### src/design/gpp_map.svh
// register-free constants for the general purpose io port
`ifndef GPP_MAP_SVH
`define GPP_MAP_SVH
`define GPP_PINS             8
`define GPP_VEC_BASE         12'h044
`define GPP_VEC_STRIDE       12'h002
`define GPP_OPC_SET_VAL      3'h0
`define GPP_OPC_CLR_VAL      3'h1
`define GPP_OPC_TGL_VAL      3'h2
`define GPP_OPC_SET_DIR      3'h3
`define GPP_OPC_CLR_DIR      3'h4
`define GPP_OPC_TGL_DIR      3'h5
`define GPP_OPC_WR_VAL       3'h6
`define GPP_OPC_WR_DIR       3'h7
`define GPP_SYNC_STAGES      2
`endif

### src/design/gpp_pkg.sv
// types for the general purpose io port
package gpp_pkg;
    typedef enum logic [1:0] {GPP_SENSE_BOTH, GPP_SENSE_RISE, GPP_SENSE_FALL, GPP_SENSE_LOW} gpp_sense_t;
    typedef enum logic [2:0] {GPP_DRV_TOTEM, GPP_DRV_BUSKEEP, GPP_DRV_PULLDN, GPP_DRV_PULLUP,
                              GPP_DRV_WOR, GPP_DRV_WAND, GPP_DRV_WOR_PD, GPP_DRV_WAND_PU} gpp_drive_t;
    typedef enum logic [1:0] {GPP_OUT_NONE, GPP_OUT_PERCLK, GPP_OUT_RTCCLK, GPP_OUT_EVENT} gpp_clkout_t;
    typedef struct packed {
        gpp_drive_t drive;
        logic       invert;
        gpp_sense_t sense;
    } gpp_pincfg_t;
    typedef struct packed {
        logic       valid;
        logic [2:0] opcode;
        logic [7:0] mask;
    } gpp_access_t;
endpackage

### src/design/gpp_sense.sv
// per-pin input sense cell: synchroniser, edge and level detection
`timescale 1ns/1ps
`include "gpp_map.svh"
module gpp_sense
    import gpp_pkg::*;
(
    // clock and reset
    input  wire logic       ref_clk,
    input  wire logic       rst,
    // pin and setting
    input  wire logic       pinIn,
    input  wire gpp_sense_t sense,
    input  wire logic       clkActive,
    // result
    output logic            hit,
    output logic            level
);
    logic syncA;
    logic syncB;
    logic prev;
    logic next_syncA;
    logic next_syncB;
    logic next_prev;

    always_comb begin
        next_syncA = pinIn;
        next_syncB = syncA;
        next_prev  = syncB;
    end

    always_ff @(posedge ref_clk) begin
        if (rst) begin
            syncA <= 1'b0;
            syncB <= 1'b0;
            prev  <= 1'b0;
        end else begin
            syncA <= next_syncA;
            syncB <= next_syncB;
            prev  <= next_prev;
        end
    end

    // clock stopped: raw pin level steers the wake request instead
    logic cur;
    assign cur   = clkActive ? syncB : pinIn;
    assign level = syncB;

    always_comb begin
        case (sense)
            GPP_SENSE_BOTH: hit = clkActive ? (syncB ^ prev) : 1'b0;
            GPP_SENSE_RISE: hit = clkActive ? (syncB & ~prev) : 1'b0;
            GPP_SENSE_FALL: hit = clkActive ? (~syncB & prev) : 1'b0;
            GPP_SENSE_LOW:  hit = ~cur;
            default:        hit = 1'b0;
        endcase
    end
endmodule

### src/design/gpp_port.sv
// general purpose io port top: pin state, drive, sense, interrupts, outputs
`timescale 1ns/1ps
`include "gpp_map.svh"
module gpp_port
    import gpp_pkg::*;
#(
    parameter int PINS = `GPP_PINS,
    parameter logic [11:0] VEC_BASE = `GPP_VEC_BASE
)(
    // clock and reset
    input  wire logic              ref_clk,
    input  wire logic              rst,
    input  wire logic              clkActive,
    // software access
    input  gpp_access_t            access,
    input  wire logic [PINS-1:0]   wrData,
    input  wire logic              cfgWrite,
    input  gpp_pincfg_t            cfgData,
    input  wire logic [PINS-1:0]   cfgMask,
    input  wire logic [PINS-1:0]   irqMaskA,
    input  wire logic [PINS-1:0]   irqMaskB,
    // alternate functions and clock outputs
    input  wire logic [PINS-1:0]   altEn,
    input  wire logic [PINS-1:0]   altOut,
    input  wire logic [PINS-1:0]   altDirOut,
    input  wire logic              perClk,
    input  wire logic              rtcClk,
    input  wire logic              eventIn,
    input  gpp_clkout_t            clkOutSel,
    input  wire logic [2:0]        clkOutPin,
    input  wire logic [1:0]        remapSel,
    // pins
    input  wire logic [PINS-1:0]   pinIn,
    output logic      [PINS-1:0]   pinOut,
    output logic      [PINS-1:0]   pinOe,
    output logic      [PINS-1:0]   pullUpEn,
    output logic      [PINS-1:0]   pullDownEn,
    // status and requests
    output logic      [PINS-1:0]   outVal,
    output logic      [PINS-1:0]   dirVal,
    output logic      [PINS-1:0]   inVal,
    output logic      [PINS-1:0]   eventOut,
    output logic                   irqA,
    output logic                   irqB,
    output logic                   wake,
    output logic      [11:0]       vecA,
    output logic      [11:0]       vecB,
    output logic      [1:0]        remapLoc
);
    // ----------------------------------------------------------------
    // output and direction registers
    // ----------------------------------------------------------------
    logic [PINS-1:0]   next_outVal;
    logic [PINS-1:0]   next_dirVal;
    logic [PINS-1:0]   keepLvl;
    logic [PINS-1:0]   next_keepLvl;
    gpp_pincfg_t       cfg [PINS];
    gpp_pincfg_t       next_cfg [PINS];
    logic [PINS-1:0]   flagA;
    logic [PINS-1:0]   next_flagA;

    always_comb begin
        next_outVal = outVal;
        next_dirVal = dirVal;
        if (access.valid) begin
            case (access.opcode)
                `GPP_OPC_SET_VAL: next_outVal = outVal | access.mask[PINS-1:0];
                `GPP_OPC_CLR_VAL: next_outVal = outVal & ~access.mask[PINS-1:0];
                `GPP_OPC_TGL_VAL: next_outVal = outVal ^ access.mask[PINS-1:0];
                `GPP_OPC_SET_DIR: next_dirVal = dirVal | access.mask[PINS-1:0];
                `GPP_OPC_CLR_DIR: next_dirVal = dirVal & ~access.mask[PINS-1:0];
                `GPP_OPC_TGL_DIR: next_dirVal = dirVal ^ access.mask[PINS-1:0];
                `GPP_OPC_WR_VAL:  next_outVal = wrData;
                `GPP_OPC_WR_DIR:  next_dirVal = wrData;
                default:          next_outVal = outVal;
            endcase
        end
    end

    always_ff @(posedge ref_clk) begin
        if (rst) begin
            outVal <= '0;
            dirVal <= '0;
        end else begin
            outVal <= next_outVal;
            dirVal <= next_dirVal;
        end
    end

    // ----------------------------------------------------------------
    // per-pin configuration, drive and sense
    // ----------------------------------------------------------------
    logic [PINS-1:0] drvLvl;
    logic [PINS-1:0] senseIn;
    logic [PINS-1:0] hit;
    logic [PINS-1:0] lvl;
    logic [PINS-1:0] clkPin;
    logic            clkSrc;

    always_comb begin
        case (clkOutSel)
            GPP_OUT_PERCLK: clkSrc = perClk;
            GPP_OUT_RTCCLK: clkSrc = rtcClk;
            GPP_OUT_EVENT:  clkSrc = eventIn;
            default:        clkSrc = 1'b0;
        endcase
    end

    genvar i;
    generate
        for (i = 0; i < PINS; i++) begin : g_pin
            logic       useAlt;
            logic       dOut;
            logic       drv;
            gpp_drive_t d;
            assign clkPin[i] = (clkOutSel != GPP_OUT_NONE) && (clkOutPin == 3'(i));
            assign useAlt    = altEn[i];
            assign dOut      = clkPin[i] ? clkSrc : (useAlt ? altOut[i] : outVal[i]);
            assign drv       = clkPin[i] | (useAlt ? altDirOut[i] : dirVal[i]);
            assign d         = cfg[i].drive;
            assign drvLvl[i] = dOut ^ cfg[i].invert;

            always_comb begin
                next_cfg[i] = cfg[i];
                if (cfgWrite && cfgMask[i]) begin
                    next_cfg[i] = cfgData;
                end
                next_keepLvl[i] = (drv && d == GPP_DRV_BUSKEEP) ? drvLvl[i] : keepLvl[i];
            end

            always_ff @(posedge ref_clk) begin
                if (rst) begin
                    cfg[i]     <= '{GPP_DRV_TOTEM, 1'b0, GPP_SENSE_BOTH};
                    keepLvl[i] <= 1'b0;
                end else begin
                    cfg[i]     <= next_cfg[i];
                    keepLvl[i] <= next_keepLvl[i];
                end
            end

            // wired modes drive only one level; in GPP_DRV_WOR_PD and GPP_DRV_WAND_PU the pull holds the other
            always_comb begin
                pinOut[i]     = drvLvl[i];
                pinOe[i]      = drv;
                pullUpEn[i]   = 1'b0;
                pullDownEn[i] = 1'b0;
                case (d)
                    GPP_DRV_TOTEM:   pinOe[i] = drv;
                    GPP_DRV_BUSKEEP: begin
                        pullUpEn[i]   = keepLvl[i];
                        pullDownEn[i] = ~keepLvl[i];
                    end
                    GPP_DRV_PULLDN:  pullDownEn[i] = ~drv;
                    GPP_DRV_PULLUP:  pullUpEn[i]   = ~drv;
                    GPP_DRV_WOR:     pinOe[i] = drv & drvLvl[i];
                    GPP_DRV_WAND:    pinOe[i] = drv & ~drvLvl[i];
                    GPP_DRV_WOR_PD:  begin
                        pinOe[i]      = drv & drvLvl[i];
                        pullDownEn[i] = 1'b1;
                    end
                    GPP_DRV_WAND_PU: begin
                        pinOe[i]      = drv & ~drvLvl[i];
                        pullUpEn[i]   = 1'b1;
                    end
                    default:         pinOe[i] = 1'b0;
                endcase
            end

            assign senseIn[i] = pinIn[i] ^ cfg[i].invert;

            gpp_sense gpp_sense_inst (
                .ref_clk   (ref_clk),
                .rst       (rst),
                .pinIn     (senseIn[i]),
                .sense     (cfg[i].sense),
                .clkActive (clkActive),
                .hit       (hit[i]),
                .level     (lvl[i])
            );
        end
    endgenerate

    // ----------------------------------------------------------------
    // interrupts, events and wake
    // ----------------------------------------------------------------
    logic [PINS-1:0] flagB;
    logic [PINS-1:0] next_flagB;
    logic [PINS-1:0] next_inVal;
    logic [PINS-1:0] next_eventOut;

    // flags follow the sensed condition; a held request clears when the pin settles
    always_comb begin
        next_flagA    = hit & irqMaskA;
        next_flagB    = hit & irqMaskB;
        next_inVal    = lvl;
        next_eventOut = hit;
    end

    always_ff @(posedge ref_clk) begin
        if (rst) begin
            flagA    <= '0;
            flagB    <= '0;
            inVal    <= '0;
            eventOut <= '0;
        end else begin
            flagA    <= next_flagA;
            flagB    <= next_flagB;
            inVal    <= next_inVal;
            eventOut <= next_eventOut;
        end
    end

    assign irqA = |flagA;
    assign irqB = |flagB;
    // level request straight from the pin path; no clock needed to raise it
    assign wake = ~clkActive & |(hit & (irqMaskA | irqMaskB));
    assign vecA = VEC_BASE;
    assign vecB = 12'(VEC_BASE + `GPP_VEC_STRIDE);
    assign remapLoc = remapSel;
endmodule

### config.mk
export PLATFORM = sky130hd
export DESIGN_NAME = gpp_port
export DESIGN_NICKNAME = d
export VERILOG_FILES = /design/src/design/gpp_pkg.sv /design/src/design/gpp_sense.sv /design/src/design/gpp_port.sv
export VERILOG_INCLUDE_DIRS = /design/src /design/src/design
export SDC_FILE = /design/constraint.sdc
export NUM_CORES = 1
export LEC_CHECK = 0
export BUFFER_PORTS_ARGS = -buffer_cell sky130_fd_sc_hd__buf_2
export CAP_MARGIN = 15
export CORE_MARGIN = 1
export CORE_UTILIZATION = 24
export DETAILED_ROUTE_END_ITERATION = 8
export HOLD_SLACK_MARGIN = 0.12
export PLACE_DENSITY_LB_ADDON = 0.2
export SLEW_MARGIN = 20
export SYNTH_ARGS = -nofsm -noshare
export SYNTH_HDL_FRONTEND = slang
export SYNTH_SLANG_ARGS = --single-unit
### constraint.sdc
create_clock -name ref_clk -period 2.2 [get_ports ref_clk]
set_input_delay 0.33 -clock ref_clk [delete_from_list [all_inputs] [get_ports ref_clk]]
set_output_delay 0.33 -clock ref_clk [all_outputs]
set_load 0.005 [all_outputs]
==> summary.txt <==
Outcome
  – Status: finished with violations
  – Failing checks: negative setup slack

Finish
  – Share of layout cells above drive strength 1: a little under a third
  – Antenna cell count: 0
  – Final Instance Count excl. Fillers: 1456
  – Final instance area: 0.00949 sq mm
  – Fill cells: approximately 3000
  – Final core occ: 33.0%
  – Final #Nets: 1229
  – Layout area overhead: 34.5%

Yosys
  – Post-synthesis compound-gate area fraction: between 15 and 20%
  – Ys Warns: 0
  – Main flop type after synthesis: dfxtp_1
  – Synth Area in Adders: 12.8%
  – Mapped Cells: 844
  – Post-synthesis instance area: 0.00706 sq mm
  – Sequential cell area fraction in the yosys report: 34.0%
  – Netlist cell types: between 50 and 60
  – Xor and xnor area share after synthesis: 4.54%
  – Main combinational cell family by area after synthesis: compound AO/OA/AOI/OAI gates
  – Syn_area_per_cell: 8.36 sq um
  – Post-synthesis mux area share: 3.83%
  – Post-synth EDFFs: 0
  – Synth Area in Simple Gates: 17.5%
  – Async SR Flop Fraction: 0%
  – Synth Register Bits: 120

GRT
  – Largest net degree at the start of global routing: 58
  – GRT overflow: 0
  – Number of global-route vias before repair: 6350
  – Gr usage total: between 10% and 20%
  – Global-route wire length before repair: 34700 um
  – Initial antenna violation count: 0

Die
  – Die Footprint: 0.0301 sq mm
  – IO Pins: 189
  – Die Span X: approximately 170 um
  – Row Count: 62
  – Initial Util: 24.5%
  – Die Y: 173 um
  – Core Footprint: 0.0288 sq mm

Placed design
  – Number of port buffers: 160
  – RePlAce Congestion: just over 0.8
  – Dpl ws: -189 ps
  – DP Area: roughly 0.0086 sq mm
  – Post-placement cell count: 1419
  – Detailed-placement wirelength estimate: between 15000 and 20000 um

Min path
  – Hold Path Class: in2reg

STA
  – Fin. Hold Viols: 0
  – RSZ-0062 raised after global routing: true
  – Setup TNS: -460 ps
  – Slew Viols, Final: 0
  – Final period util: 121%
  – Clk_skew: 13.5 ps
  – Worst Max-Slew Pin Slew: around 900 ps
  – Final min period: ~2700 ps
  – Worst hold slack: 137 ps
  – Worst slew margin: between 30% and 40%
  – Setup ws final: -460 ps
  – F_max: 0.376 GHz
  – Final setup violation count: 1

Setup path
  – Delay of the slowest critical-path stage: between 300 and 400 ps
  – CP Capture Type: output pin
  – Worst path required time: roughly 1900 ps
  – Crit-path cells: inv_1 > ha_1 > nor3b_1 > a221o_1 > a21boi_1 > buf_4 > o22ai_1 > o31a_1 > buf_2
  – Crit path launch type: flop
  – Crit-path max FO: 3
  – Slowest-stage cell, CP: dfxtp_2
  – Crit path kind: reg2out
  – Critical path arrival: 2330 ps
  – Reg2reg setup slack: approximately 380 ps

Clock tree
  – Skew-Pair Late Insertion Delay: 420 ps
  – H-tree lvl count: 4
  – Clock Tree Buf Depth: 2
  – CTS clock-pin slew for the worst setup and hold paths: 60 ps
  – CTS Sinks: 120
  – CTS tree: done
  – Root Buffer: clkbuf_16
  – CTS buffer count: 17

Route
  – Final wirelength: 21800 um
  – Vias: between 6000 and 7000
  – Initial DRT Pass Iterations: 4
  – Via density: 4.43
  – Iteration-0 DRC Markers: about 260
  – WL/cell: between 15 and 20 um
  – DRC violations left: 0
  – Final ANT Viol Nets: 0

Job
  – Max-Cap Viols: 0

Power
  – Peak VDD IR: 0.000517 V
  – Final Power: 6.24 mW
  – Pwr dens: 657 mW/mm^2
  – Leakage: 4.28 nW
worst paths after layout:
kind / startpoint / end / cells past startpoint
worst max-delay path: cfg[1][0] / wake / 9
worst max register to register: cfg[1][12] / flagA[6] / 5
worst min register to register: g_pin[5].gpp_sense_inst.next_syncB / g_pin[5].gpp_sense_inst.level / 1
worst min-delay path: irqMaskB[1] / flagB[1] / 2
layout make-up:
cell class	instances	area (sq um)	share of cell area [%]
tap	384	480	5.06
inverter	62	233	2.45
multi-input combinational	616	4280	45.1
clock inverter	9	100	1.05
clock buffer	21	470	4.96
timing repair buffer	244	1500	15.8
sequential	120	2430	25.6
flip-flops by register name, summed over array words and instances (netlist names):
| register | cells |
|---|---|
| inVal | 8 |
| g_pin.gpp_sense_inst.next_syncB | 8 |
| flagB | 8 |
| dirVal | 8 |
| flagA | 8 |
| eventOut | 8 |
| keepLvl | 8 |
| cfg | 48 |
| g_pin.gpp_sense_inst.level | 8 |
| outVal | 8 |
layer usage:
metal  wire (um)  GRT usage, %  share of wire, %  vias up
met3        1280          4.10               5.9       28
met4         389          4.57               1.8        0
met5           0             0                 0        -
met2        9650          23.5                44      175
met1       10500          19.1                48     2937
li1            -             -                 -     3305
cells by family after synthesis:
group / Yosys count
mux: 26
other cells: 2
flops: 120
fa+ha+maj: 72
compound gates: 200
simple gates: 270
xor+xnor: 24
buf+inv: 130
worst max-delay path, delay by kind of cell, from the launching register on:
family | cells | cell delay, ps
simple gates | 1 | 140
buf+inv | 3 | 300
compound gates | 4 | 820
flops | 1 | 340
fa+ha+maj | 1 | 300
where the power goes:
group	switching [mW]	internal [mW]	total, mW
Sequential	0.0821	2.28	2.36
Clock	1.02	1.73	2.76
Combinational	0.593	0.529	1.12
cells in the final DEF (no fill, tap or decap), types with 13 or more instances in the layout:
cell type,n
buf_4,74
o21ai_0,28
ha_1,67
nor2_1,65
nand2_1,87
a21oi_1,71
clkbuf_16,17
nand3_1,56
dfxtp_1,103
mux2i_1,13
o22ai_1,16
conb_1,24
dfxtp_2,15
inv_1,59
and2_1,18
buf_2,159
Yosys cell counts (3+ instances only):
cell / count / share of area (%)
nor3_1: 9 / 0.64
or2_2: 3 / 0.27
nor2_1: 70 / 3.7
nand2b_1: 4 / 0.35
dfxtp_1: 120 / 34
nor2b_1: 9 / 0.80
nor4_1: 4 / 0.35
buf_1: 8 / 0.43
xnor2_1: 6 / 0.74
a221oi_1: 10 / 1.2
xnor3_1: 8 / 2.6
a21boi_0: 10 / 1.1
o22ai_1: 16 / 1.4
clkbuf_1: 21 / 1.1
o311a_1: 8 / 1.1
o21ai_0: 30 / 2.1
nor4bb_1: 3 / 0.43
a22oi_1: 3 / 0.32
mux2_2: 8 / 1.3
nand2_1: 87 / 4.6
o211a_1: 5 / 0.71
buf_4: 34 / 3.6
o21bai_1: 9 / 0.96
a211oi_1: 7 / 0.74
xor2_1: 10 / 1.2
buf_2: 3 / 0.21
nand3_1: 56 / 4.0
inv_1: 61 / 3.2
a31oi_1: 10 / 0.89
o2111ai_1: 3 / 0.37
ha_1: 72 / 13
a221o_1: 3 / 0.43
a21oi_1: 74 / 5.2
mux2i_1: 18 / 2.6
and2_1: 18 / 1.6
timing repair:
item,CTS,global route
hold buffers,6,0
hold endpoints to repair,6,0
pin swaps,15,3
endpoints found under the setup margin,11,23
buffers inserted,1,0
resized for setup,37,27
Power figures use the tool's default switching activity.
